===== src/cio_map.svh =====
// Register map, field positions, codes and timing counts of the camera I/O block
`ifndef CIO_MAP_SVH
`define CIO_MAP_SVH

`define CIO_OFF_INP1     12'h300
`define CIO_OFF_INP2     12'h304
`define CIO_OFF_CTRL     12'h310
`define CIO_OFF_FAULT    12'h314
`define CIO_OFF_OUTSEL   12'h318
`define CIO_OFF_STATUS   12'h31c
`define CIO_OFF_IRQ      12'h320
`define CIO_OFF_MASK     12'h324

`define CIO_BIT_PRESENT  0
`define CIO_BIT_POL      7
`define CIO_MODE_LO      11
`define CIO_MODE_HI      15
`define CIO_BIT_PIN      31
`define CIO_INP_RESET    32'h00000001
`define CIO_INP1_MODE    5'h02
`define CIO_MODE_TRIG    5'h02

`define CIO_CTRL_EXT     0
`define CIO_CTRL_ARM     1
`define CIO_CTRL_READY   2
`define CIO_CTRL_PORT    3

`define CIO_OUT_LOW      3'h0
`define CIO_OUT_INTEGRATION_ACTIVE_OUTPUT   3'h1
`define CIO_OUT_IN2      3'h2
`define CIO_OUT_BUSY     3'h3
`define CIO_OUT_TRIG     3'h4
`define CIO_OUTSEL_RESET 12'h0d1

`define CIO_EV_CAPTURE   0
`define CIO_EV_FAULT     1
`define CIO_EV_IN1       2
`define CIO_EV_IN2       3

`define CIO_RESP_OKAY    2'b00
`define CIO_RESP_SLVERR  2'b10

`define CIO_CLK_HZ       20000000
`define CIO_BLINK_MS     250
`define CIO_BLINK_CYC    ((`CIO_CLK_HZ / 1000) * `CIO_BLINK_MS)
`define CIO_PAUSE_SLOTS  4'h6

`endif


===== src/cio_pkg.sv =====
// Types shared by the camera I/O block
package cio_pkg;
  typedef enum logic [2:0] {
    CIO_IDLE   = 3'b000,
    CIO_CLS_ON = 3'b001,
    CIO_CLS_OF = 3'b010,
    CIO_GAP    = 3'b011,
    CIO_COD_ON = 3'b100,
    CIO_COD_OF = 3'b101,
    CIO_PAUSE  = 3'b110
  } cio_blink_t;

  typedef struct packed {
    logic       invert;
    logic [4:0] mode;
  } cio_inp_cfg_t;
endpackage


===== src/cio_led_if.sv =====
// Fault request and LED drive between the top and the blink sequencer
`timescale 1ns/1ps
interface cio_led_if;
  logic       fault_on;
  logic [2:0] fault_class;
  logic [2:0] fault_code;
  logic       blink_busy;
  logic       class_led;
  logic       code_led;

  modport ctrl (output fault_on, fault_class, fault_code,
                input  blink_busy, class_led, code_led);
  modport seq  (input  fault_on, fault_class, fault_code,
                output blink_busy, class_led, code_led);
endinterface


===== src/cio_blink.sv =====
// Class-then-code blink sequencer for the status LED
`timescale 1ns/1ps
`include "cio_map.svh"
module cio_blink
  import cio_pkg::*;
#(
  parameter int unsigned SLOT_CYC = `CIO_BLINK_CYC
) (
  // Clock and reset
  input wire logic aclk,
  input wire logic aresetn,
  // Sequencer port
  cio_led_if.seq   led
);
  cio_blink_t  state;
  logic [31:0] slot_cnt;
  logic [3:0]  left;
  wire         slot_end = (slot_cnt == SLOT_CYC - 1);

  ////////////////////////////////////////////////////////////////////////////
  // Slot timer
  always_ff @(posedge aclk) begin
    if (!aresetn || state == CIO_IDLE || slot_end) begin
      slot_cnt <= 32'h0;
    end else begin
      slot_cnt <= slot_cnt + 32'h1;
    end
  end

  ////////////////////////////////////////////////////////////////////////////
  // Sequence: class blinks, gap, code blinks, pause, repeat
  always_ff @(posedge aclk) begin
    if (!aresetn) begin
      state <= CIO_IDLE;
      left  <= 4'h0;
    end else if (!led.fault_on) begin
      state <= CIO_IDLE;
    end else begin
      unique case (state)
        CIO_IDLE: begin
          state <= CIO_CLS_ON;
          left  <= {1'b0, led.fault_class};
        end
        CIO_CLS_ON: if (slot_end) begin
          state <= CIO_CLS_OF;
          left  <= left - 4'h1;
        end
        CIO_CLS_OF: if (slot_end) begin
          state <= (left == 4'h0) ? CIO_GAP : CIO_CLS_ON;
        end
        CIO_GAP: if (slot_end) begin
          state <= CIO_COD_ON;
          left  <= {1'b0, led.fault_code};
        end
        CIO_COD_ON: if (slot_end) begin
          state <= CIO_COD_OF;
          left  <= left - 4'h1;
        end
        CIO_COD_OF: if (slot_end) begin
          if (left == 4'h0) begin
            state <= CIO_PAUSE;
            left  <= `CIO_PAUSE_SLOTS;
          end else begin
            state <= CIO_COD_ON;
          end
        end
        CIO_PAUSE: if (slot_end) begin
          left <= left - 4'h1;
          if (left == 4'h1) begin
            state <= CIO_IDLE;
          end
        end
        default: state <= CIO_IDLE;
      endcase
    end
  end

  assign led.blink_busy = (state != CIO_IDLE) || led.fault_on;
  assign led.class_led  = (state == CIO_CLS_ON);
  assign led.code_led   = (state == CIO_COD_ON);

  ////////////////////////////////////////////////////////////////////////////
  // Checks
  class_first_a: assert property (@(posedge aclk) disable iff (!aresetn)
    state == CIO_IDLE && led.fault_on |=> state == CIO_CLS_ON)
    else $error("Class blinks did not start first");
  repeat_pause_a: assert property (@(posedge aclk) disable iff (!aresetn)
    led.fault_on && state == CIO_COD_OF && slot_end &&
    left == 4'h0 |=>
    state == CIO_PAUSE && !led.code_led)
    else $error("No pause after code blinks");
endmodule


===== src/cio_top.sv =====
// Camera I/O trigger, outputs and status LED with AXI4-Lite registers
`timescale 1ns/1ps
`include "cio_map.svh"
module cio_top
  import cio_pkg::*;
#(
  parameter int unsigned SLOT_CYC = `CIO_BLINK_CYC
) (
  // Clock and reset
  input  wire logic        aclk,
  input  wire logic        aresetn,
  // AXI4-Lite write address
  input  wire logic [11:0] s_axi_awaddr,
  input  wire logic        s_axi_awvalid,
  output logic             s_axi_awready,
  // AXI4-Lite write data
  input  wire logic [31:0] s_axi_wdata,
  input  wire logic [3:0]  s_axi_wstrb,
  input  wire logic        s_axi_wvalid,
  output logic             s_axi_wready,
  // AXI4-Lite write response
  output logic [1:0]       s_axi_bresp,
  output logic             s_axi_bvalid,
  input  wire logic        s_axi_bready,
  // AXI4-Lite read address
  input  wire logic [11:0] s_axi_araddr,
  input  wire logic        s_axi_arvalid,
  output logic             s_axi_arready,
  // AXI4-Lite read data
  output logic [31:0]      s_axi_rdata,
  output logic [1:0]       s_axi_rresp,
  output logic             s_axi_rvalid,
  input  wire logic        s_axi_rready,
  // Isolator outputs
  input  wire logic        general_input_one,
  input  wire logic        general_input_two,
  // Camera core status
  input  wire logic        bus_activity,
  input  wire logic        integration_active,
  input  wire logic        sensor_busy,
  input  wire logic        supply_good,
  // Capture start and outputs
  output logic             capture_start,
  output logic             general_output_one,
  output logic             general_output_two,
  output logic             general_output_three,
  output logic             general_output_four,
  // Bus port selection
  output logic             host_port_sel,
  output logic             repeat_enable,
  // Indicators and interrupt
  output logic             power_led,
  output logic             activity_class_led,
  output logic             trigger_code_led,
  output logic             irq
);
  cio_inp_cfg_t cfg [2];
  logic [3:0]   ctrl;
  logic [6:0]   fault;
  logic [11:0]  outsel;
  logic [3:0]   irq_stat;
  logic [3:0]   irq_mask;
  logic [1:0]   pin_level;
  logic [1:0]   cond_level;
  logic         trig_and;
  logic         trig_q;
  logic         waiting;
  logic         aw_held;
  logic         w_held;
  logic [11:0]  aw_addr;
  logic [31:0]  w_data;
  logic [3:0]   w_strb;
  logic         rd_stat;
  logic         fault_q;
  logic [1:0]   pin_q;
  logic [3:0]   events;
  logic         do_write;
  logic         arm_write;
  logic [3:0]   outs;

  cio_led_if led ();

  ////////////////////////////////////////////////////////////////////////////
  // Register decode
  function automatic logic known(input logic [11:0] a);
    unique case (a)
      `CIO_OFF_INP1, `CIO_OFF_INP2, `CIO_OFF_CTRL, `CIO_OFF_FAULT,
      `CIO_OFF_OUTSEL, `CIO_OFF_STATUS, `CIO_OFF_IRQ, `CIO_OFF_MASK:
        known = 1'b1;
      default: known = 1'b0;
    endcase
  endfunction

  function automatic logic [31:0] inp_word(input cio_inp_cfg_t c,
                                           input logic p);
    logic [31:0] w;
    w = `CIO_INP_RESET;
    w[`CIO_BIT_POL] = c.invert;
    w[`CIO_MODE_HI:`CIO_MODE_LO] = c.mode;
    w[`CIO_BIT_PIN] = p;
    inp_word = w;
  endfunction

  ////////////////////////////////////////////////////////////////////////////
  // Write channel: address and data in either order
  assign s_axi_awready = !aw_held && !s_axi_bvalid;
  assign s_axi_wready  = !w_held && !s_axi_bvalid;
  assign do_write = aw_held && w_held;

  always_ff @(posedge aclk) begin
    if (!aresetn) begin
      aw_held <= 1'b0;
      w_held  <= 1'b0;
      aw_addr <= 12'h0;
      w_data  <= 32'h0;
      w_strb  <= 4'h0;
    end else begin
      if (s_axi_awvalid && s_axi_awready) begin
        aw_held <= 1'b1;
        aw_addr <= s_axi_awaddr;
      end else if (do_write) begin
        aw_held <= 1'b0;
      end
      if (s_axi_wvalid && s_axi_wready) begin
        w_held <= 1'b1;
        w_data <= s_axi_wdata;
        w_strb <= s_axi_wstrb;
      end else if (do_write) begin
        w_held <= 1'b0;
      end
    end
  end

  always_ff @(posedge aclk) begin
    if (!aresetn) begin
      s_axi_bvalid <= 1'b0;
      s_axi_bresp  <= `CIO_RESP_OKAY;
    end else if (do_write) begin
      s_axi_bvalid <= 1'b1;
      s_axi_bresp  <= known(aw_addr) ? `CIO_RESP_OKAY : `CIO_RESP_SLVERR;
    end else if (s_axi_bready) begin
      s_axi_bvalid <= 1'b0;
    end
  end

  ////////////////////////////////////////////////////////////////////////////
  // Control registers
  always_ff @(posedge aclk) begin
    if (!aresetn) begin
      cfg[0]   <= '{invert: 1'b0, mode: `CIO_INP1_MODE};
      cfg[1]   <= '{invert: 1'b0, mode: 5'h00};
      ctrl     <= 4'h0;
      fault    <= 7'h00;
      outsel   <= `CIO_OUTSEL_RESET;
      irq_mask <= 4'h0;
    end else if (do_write && w_strb == 4'hf) begin
      unique case (aw_addr)
        `CIO_OFF_INP1: begin
          cfg[0].invert <= w_data[`CIO_BIT_POL];
          cfg[0].mode   <= w_data[`CIO_MODE_HI:`CIO_MODE_LO];
        end
        `CIO_OFF_INP2: begin
          cfg[1].invert <= w_data[`CIO_BIT_POL];
          cfg[1].mode   <= w_data[`CIO_MODE_HI:`CIO_MODE_LO];
        end
        `CIO_OFF_CTRL:   ctrl     <= w_data[3:0];
        `CIO_OFF_FAULT:  fault    <= w_data[6:0];
        `CIO_OFF_OUTSEL: outsel   <= w_data[11:0];
        `CIO_OFF_MASK:   irq_mask <= w_data[3:0];
        default: ;
      endcase
    end
  end

  ////////////////////////////////////////////////////////////////////////////
  // Read channel
  assign s_axi_arready = !s_axi_rvalid;

  always_ff @(posedge aclk) begin
    if (!aresetn) begin
      s_axi_rvalid <= 1'b0;
      s_axi_rdata  <= 32'h0;
      s_axi_rresp  <= `CIO_RESP_OKAY;
    end else if (s_axi_arvalid && s_axi_arready) begin
      s_axi_rvalid <= 1'b1;
      s_axi_rresp  <= known(s_axi_araddr) ? `CIO_RESP_OKAY
                                          : `CIO_RESP_SLVERR;
      unique case (s_axi_araddr)
        `CIO_OFF_INP1:   s_axi_rdata <= inp_word(cfg[0], pin_level[0]);
        `CIO_OFF_INP2:   s_axi_rdata <= inp_word(cfg[1], pin_level[1]);
        `CIO_OFF_CTRL:   s_axi_rdata <= {28'h0, ctrl};
        `CIO_OFF_FAULT:  s_axi_rdata <= {25'h0, fault};
        `CIO_OFF_OUTSEL: s_axi_rdata <= {20'h0, outsel};
        `CIO_OFF_STATUS: s_axi_rdata <= {26'h0, waiting, trig_and,
                                         cond_level, pin_level};
        `CIO_OFF_IRQ:    s_axi_rdata <= {28'h0, irq_stat};
        `CIO_OFF_MASK:   s_axi_rdata <= {28'h0, irq_mask};
        default:         s_axi_rdata <= 32'h0;
      endcase
    end else if (s_axi_rready) begin
      s_axi_rvalid <= 1'b0;
    end
  end

  assign rd_stat = s_axi_arvalid && s_axi_arready &&
                   s_axi_araddr == `CIO_OFF_IRQ;

  ////////////////////////////////////////////////////////////////////////////
  // Trigger and capture
  cio_trig u_trig (
    .aclk       (aclk),
    .aresetn    (aresetn),
    .iso_level  ({general_input_two, general_input_one}),
    .cfg        (cfg),
    .pin_level  (pin_level),
    .cond_level (cond_level),
    .trig_and   (trig_and)
  );

  always_ff @(posedge aclk) begin
    if (!aresetn) begin
      trig_q <= 1'b0;
    end else begin
      trig_q <= trig_and;
    end
  end

  // Rising edge of the combined trigger, only in external mode
  assign capture_start = ctrl[`CIO_CTRL_EXT] && trig_and && !trig_q;

  // Arming is decoded from the write itself, as ctrl is still old here
  assign arm_write = do_write && w_strb == 4'hf &&
                     aw_addr == `CIO_OFF_CTRL &&
                     w_data[`CIO_CTRL_EXT] && w_data[`CIO_CTRL_ARM];

  always_ff @(posedge aclk) begin
    if (!aresetn) begin
      waiting <= 1'b0;
    end else if (capture_start) begin
      waiting <= 1'b0;
    end else if (arm_write) begin
      waiting <= 1'b1;
    end else if (!ctrl[`CIO_CTRL_EXT]) begin
      waiting <= 1'b0;
    end
  end

  ////////////////////////////////////////////////////////////////////////////
  // Events and interrupt; set wins over read clear
  always_ff @(posedge aclk) begin
    if (!aresetn) begin
      fault_q <= 1'b0;
      pin_q   <= 2'b00;
    end else begin
      fault_q <= fault[6];
      pin_q   <= pin_level;
    end
  end

  assign events[`CIO_EV_CAPTURE] = capture_start;
  assign events[`CIO_EV_FAULT]   = fault[6] && !fault_q;
  assign events[`CIO_EV_IN1]     = pin_level[0] ^ pin_q[0];
  assign events[`CIO_EV_IN2]     = pin_level[1] ^ pin_q[1];

  always_ff @(posedge aclk) begin
    if (!aresetn) begin
      irq_stat <= 4'h0;
    end else begin
      irq_stat <= (rd_stat ? 4'h0 : irq_stat) | events;
    end
  end

  assign irq = |(irq_stat & irq_mask);

  ////////////////////////////////////////////////////////////////////////////
  // Outputs, bus ports and indicators
  genvar o;
  generate
    for (o = 0; o < 4; o++) begin : g_out
      always_comb begin
        unique case (outsel[3*o +: 3])
          `CIO_OUT_INTEGRATION_ACTIVE_OUTPUT: outs[o] = integration_active;
          `CIO_OUT_IN2:    outs[o] = cond_level[1];
          `CIO_OUT_BUSY:   outs[o] = sensor_busy;
          `CIO_OUT_TRIG:   outs[o] = trig_and;
          default:         outs[o] = 1'b0;
        endcase
      end
    end
  endgenerate

  always_ff @(posedge aclk) begin
    if (!aresetn) begin
      general_output_one   <= 1'b0;
      general_output_two   <= 1'b0;
      general_output_three <= 1'b0;
      general_output_four  <= 1'b0;
    end else begin
      general_output_one   <= outs[0];
      general_output_two   <= outs[1];
      general_output_three <= outs[2];
      general_output_four  <= outs[3];
    end
  end

  assign host_port_sel = ctrl[`CIO_CTRL_PORT];
  assign repeat_enable = 1'b1;
  assign power_led = supply_good && ctrl[`CIO_CTRL_READY];

  assign led.fault_on    = fault[6] && fault[5:3] != 3'h0 &&
                           fault[2:0] != 3'h0;
  assign led.fault_class = fault[5:3];
  assign led.fault_code  = fault[2:0];

  cio_blink #(.SLOT_CYC(SLOT_CYC)) u_blink (
    .aclk    (aclk),
    .aresetn (aresetn),
    .led     (led)
  );

  assign activity_class_led = led.blink_busy ? led.class_led
                                             : bus_activity;
  assign trigger_code_led   = led.blink_busy ? led.code_led
                                             : waiting;

  ////////////////////////////////////////////////////////////////////////////
  // Checks
  ext_only_a: assert property (@(posedge aclk) disable iff (!aresetn)
    capture_start |-> ctrl[`CIO_CTRL_EXT] && $rose(trig_and))
    else $error("Capture without external mode or trigger edge");
  wait_clear_a: assert property (@(posedge aclk) disable iff (!aresetn)
    capture_start |=> !waiting)
    else $error("Still waiting after trigger");
  fault_prio_a: assert property (@(posedge aclk) disable iff (!aresetn)
    led.fault_on |-> activity_class_led == led.class_led &&
    trigger_code_led == led.code_led)
    else $error("Normal indication shown during fault blinks");
  stat_sticky_a: assert property (@(posedge aclk) disable iff (!aresetn)
    capture_start |=> irq_stat[`CIO_EV_CAPTURE])
    else $error("Capture event lost");
endmodule


===== src/cio_trig.sv =====
// Input conditioning and AND trigger for the two opto inputs
`timescale 1ns/1ps
`include "cio_map.svh"
module cio_trig
  import cio_pkg::*;
(
  // Clock and reset
  input  wire logic         aclk,
  input  wire logic         aresetn,
  // Raw isolator outputs and configuration
  input  wire logic [1:0]   iso_level,
  input  cio_inp_cfg_t      cfg [2],
  // Conditioned levels and trigger
  output logic [1:0]        pin_level,
  output logic [1:0]        cond_level,
  output logic              trig_and
);
  logic [1:0] is_trig;

  genvar g;
  generate
    for (g = 0; g < 2; g++) begin : g_in
      always_ff @(posedge aclk) begin
        if (!aresetn) begin
          pin_level[g]  <= 1'b0;
          cond_level[g] <= 1'b0;
        end else begin
          pin_level[g]  <= ~iso_level[g];
          cond_level[g] <= ~iso_level[g] ^ cfg[g].invert;
        end
      end
      assign is_trig[g] = (cfg[g].mode == `CIO_MODE_TRIG);
    end
  endgenerate

  // AND over trigger inputs; no trigger input means no trigger
  assign trig_and = (|is_trig) &&
                    ((cond_level | ~is_trig) == 2'b11);

  and_trig_a: assert property (@(posedge aclk) disable iff (!aresetn)
    trig_and |-> is_trig != 2'b00 &&
    (cond_level & is_trig) == is_trig)
    else $error("Trigger high with a trigger input low");
endmodule


===== config.mk =====
export PLATFORM = sky130hd
export DESIGN_NAME = cio_top
export DESIGN_NICKNAME = d
export VERILOG_FILES = /design/src/cio_pkg.sv /design/src/cio_led_if.sv /design/src/cio_blink.sv /design/src/cio_top.sv /design/src/cio_trig.sv
export VERILOG_INCLUDE_DIRS = /design/src
export SDC_FILE = /design/constraint.sdc
export NUM_CORES = 1
export LEC_CHECK = 0
export ABC_CLOCK_PERIOD_IN_PS = 2800
export BUFFER_PORTS_ARGS = -buffer_cell sky130_fd_sc_hd__buf_2
export CAP_MARGIN = 10
export CORE_MARGIN = 8
export CORE_UTILIZATION = 56
export CTS_CLUSTER_SIZE = 12
export DETAILED_ROUTE_END_ITERATION = 6
export HOLD_SLACK_MARGIN = 0.08
export PLACE_DENSITY = 0.8
export SLEW_MARGIN = 5
export SYNTH_ARGS = -nofsm -noshare
export SYNTH_HDL_FRONTEND = slang
export SYNTH_HIERARCHICAL = 1
export SYNTH_SLANG_ARGS = --single-unit

===== constraint.sdc =====
create_clock -name aclk -period 2.8 [get_ports aclk]
set_clock_uncertainty 0.1 [all_clocks]
set_input_delay 0.42 -clock aclk [delete_from_list [all_inputs] [get_ports aclk]]
set_output_delay 0.42 -clock aclk [all_outputs]
set_load 0.02 [all_outputs]

==> reports/metrics.cfg <==
[synth]
synth_top_family_by_area = simple AND/OR/NAND/NOR gates
async_flop_share_pct = 0
yosys.cell_types.count = 75
synth-simple-area-share_pct = 27.1
ys_seq_elements = 150
synth_mux_area_share_pct = 8.16
yosys.area_share.adder_pct = 0.686
synth_area_per_cell_um2 = 8.73
synth_compound_area_share_pct = 12.7
synth-main-ff-cell = dfxtp_1
synth_seq_area_share_pct = 41.2
syn-cell-area_um2 = 7300
yosysWarnings = 6
synthCells = 836
synth-edff-count = 0
synth-xor-area-share_pct = 4.08

[cts]
clk_pin_slew_worst_paths_ns = 0.07
clkSinkCount = 150
cts_buffer_depth = 2
cts-root-buf = clkbuf_16
cts_tree = built
cts_buffers = 17
htreeDepth = 4
clock_latency_ns = 0.42

[worst_hold_path]
hp-class = primary input to register
hold_start = s_axi_awaddr[10]

[worst_setup_path]
crit_fanout = 3
crit_type = register to output pin
cp-startpoint = cfg[0]$_SDFFE_PN0P_
setup.worst_path.end_class = output pin
startpoint_type = register
critPathRequiredTime_ns = 2.28
reg2reg_from = u_blink/slot_cnt[14]$_SDFF_PP0_
critPathArrivalTime_ns = 2.20

[floorplanning]
die_h_um = 130
core_um2 = 12700
rows = 41
fp.dieW_um = 130
dieArea_um2 = 16900
start_util_pct = 57.6
io_pins = 125

[final_layout]
fin_nets = 984
stdcell_area_um2 = 8310
layout_commonest_cell = nand2_1
drive_gt1_share_pct = 18.3
mostFrequentLayoutCells = 155 x nand2_1, 150 x dfxtp_1, 88 x buf_2
area_growth_pct = 13.9
n_antenna_cell = 0

[place]
hpwl_mm = 12.3
place.gp.congestion = 0.841
dpl-instance-area_um2 = 7700
io_buffers = 90

[timing]
fin_crit_sh_pct = 97.0
relSlewSlack_pct = 50.3
grt_setup_unrepaired = false
tightest_slew_ns = 0.744
fin_tns_setup_ns = 0
fin_crit_ns = 2.72
setup_viol = 0
maxSlewViolCount = 0
max_freq_mhz = 368
finalHoldViolations = 0

[detailed_routing]
dr.first_iter.drc_count = 375
drc = 0
dr.pass1.iters = 5
vias = 6138
routedWlPerCell_um = 16.2
ant_nets = 0
finalWirelength_mm = 17.7
viasPerCell = 5.63

[global_route]
first_global_vias = 5909
grt_overflow = 0
grt_pass1_wl_mm = 28.6
antenna_found_initial = 0
grt_usage_pct = 21.0
grt_max_degree = 57

[power]
power.density_nw_per_um2 = 570
ir_drop_uv = 635
total_leakage_power_uw = 0.00310

[outcome]
status = finished clean

[run]
cap_violations = 0

[cell type report]
class,count,area [um2]
Inverter,18,67.6
Timing Repair Buffer,99,528
Sequential cell,150,3000
Clock inverter,11,125
Tap cell,172,215
Fill cell,1063,4360
Multi-Input combinational cell,621,3930
Clock buffer,20,447
[worst paths after layout]
kind / endpoint / slack (ns) / depth (start not counted)
worst min register to register: s_axi_rdata[2]$_SDFFE_PN0P_ / 0.34 / 2
worst min-delay path: aw_addr[10]$_SDFFE_PN0P_ / 0.15 / 3
worst max-delay path: capture_start / 0.08 / 6
worst max register to register: u_blink/slot_cnt[28]$_SDFF_PP0_ / 0.56 / 5
[critical path: stages, from the launching register on]
cell and delay, ns:
dfxtp_1 0.32, or4b_1 0.56, o22ai_2 0.16, o311a_1 0.24, nand2_1 0.14, nor2_4 0.19
buf_4 0.16
[registers in the layout, indices dropped and copies added, names as in the netlist, 2 cells and up]
register / flops
pin_q: 2
u_blink/state: 3
s_axi_rdata: 17
cfg: 12
aw_addr: 12
u_blink/left: 4
w_strb: 4
w_data: 16
irq_mask: 4
u_trig/pin_level: 2
ctrl: 4
outsel: 12
fault: 7
irq_stat: 4
u_blink/slot_cnt: 32
u_trig/cond_level: 2
[per-stage QoR]
step | total power, uW | util, % | setup slack (ns) | hold WS, ns | instances
final | 4730 | 65.6 | 0.0848 | 0.146 | 1091
after detailed placement | 2540 | 60.7 | 0.420 | 0.339 | 1057
after floorplan | 2470 | - | 0.610 | 0.339 | 852
after CTS | 4760 | 65.4 | 0.0599 | 0.131 | 1090
after global placement | 2540 | 60.7 | 0.458 | 0.334 | 1057
after global routing | 4890 | 65.6 | 0.00199 | 0.137 | 1091
[cell usage after synthesis, drive strengths merged (4+ instances only)]
| library cell | n | area (um2) |
|---|---|---|
| nand4 | 9 | 56.3 |
| nor2b | 12 | 75.1 |
| nor4 | 19 | 189 |
| and4 | 6 | 52.6 |
| nand2b | 6 | 37.5 |
| dfxtp | 150 | 3000 |
| nor4b | 6 | 58.8 |
| a21boi | 41 | 308 |
| and3 | 7 | 45.1 |
| a221oi | 7 | 61.3 |
| inv | 18 | 67.6 |
| nand3b | 8 | 60.1 |
| mux2i | 46 | 460 |
| ha | 4 | 50.1 |
| or4b | 5 | 57.6 |
| o21a | 4 | 30.0 |
| nor2 | 51 | 194 |
| mux2 | 12 | 135 |
| xor2 | 7 | 61.3 |
| nor3 | 21 | 105 |
| xnor2 | 27 | 236 |
| a22oi | 10 | 75.1 |
| a21oi | 16 | 80.1 |
| o21ai | 28 | 144 |
| buf | 32 | 218 |
| nand3 | 33 | 170 |
| nand2 | 155 | 582 |
| or2 | 4 | 25.0 |
| and2 | 13 | 82.6 |
| clkbuf | 31 | 156 |
[power by group]
group,leakage (uW),switching (uW),internal [uW],total (uW)
logic,0.00160,179,107,286
clock network,0.000277,895,1330,2230
registers,0.00122,38.8,2180,2220
[kinds of logic after synthesis]
group / count (synthesis)
and+or+nand+nor: 374
buffers and inverters: 81
xor gates and xnor gates: 34
AOI/OAI and AO/OA: 133
DFF: 150
adders and majority gates: 4
muxes: 58
other: 2
[layer usage]
layer  up-vias  part of all wire [%]  global-route usage, %
li1       3034                     -                      -
met1      2914                    43                   25.6
met2       167                    49                   35.3
met3        23                   5.7                   5.47
met4         0                   1.5                   7.10
met5         -                     0                      0
[timing repair]
action | CTS | global route
hold endpoints to repair | 2 | 0
pin swaps | 0 | 2
hold buffers | 2 | 0
gates resized for setup | 1 | 3
buffers inserted | 0 | 1
endpoints found under the setup margin | 1 | 1
No activity file was read; power rests on OpenSTA's default activity.
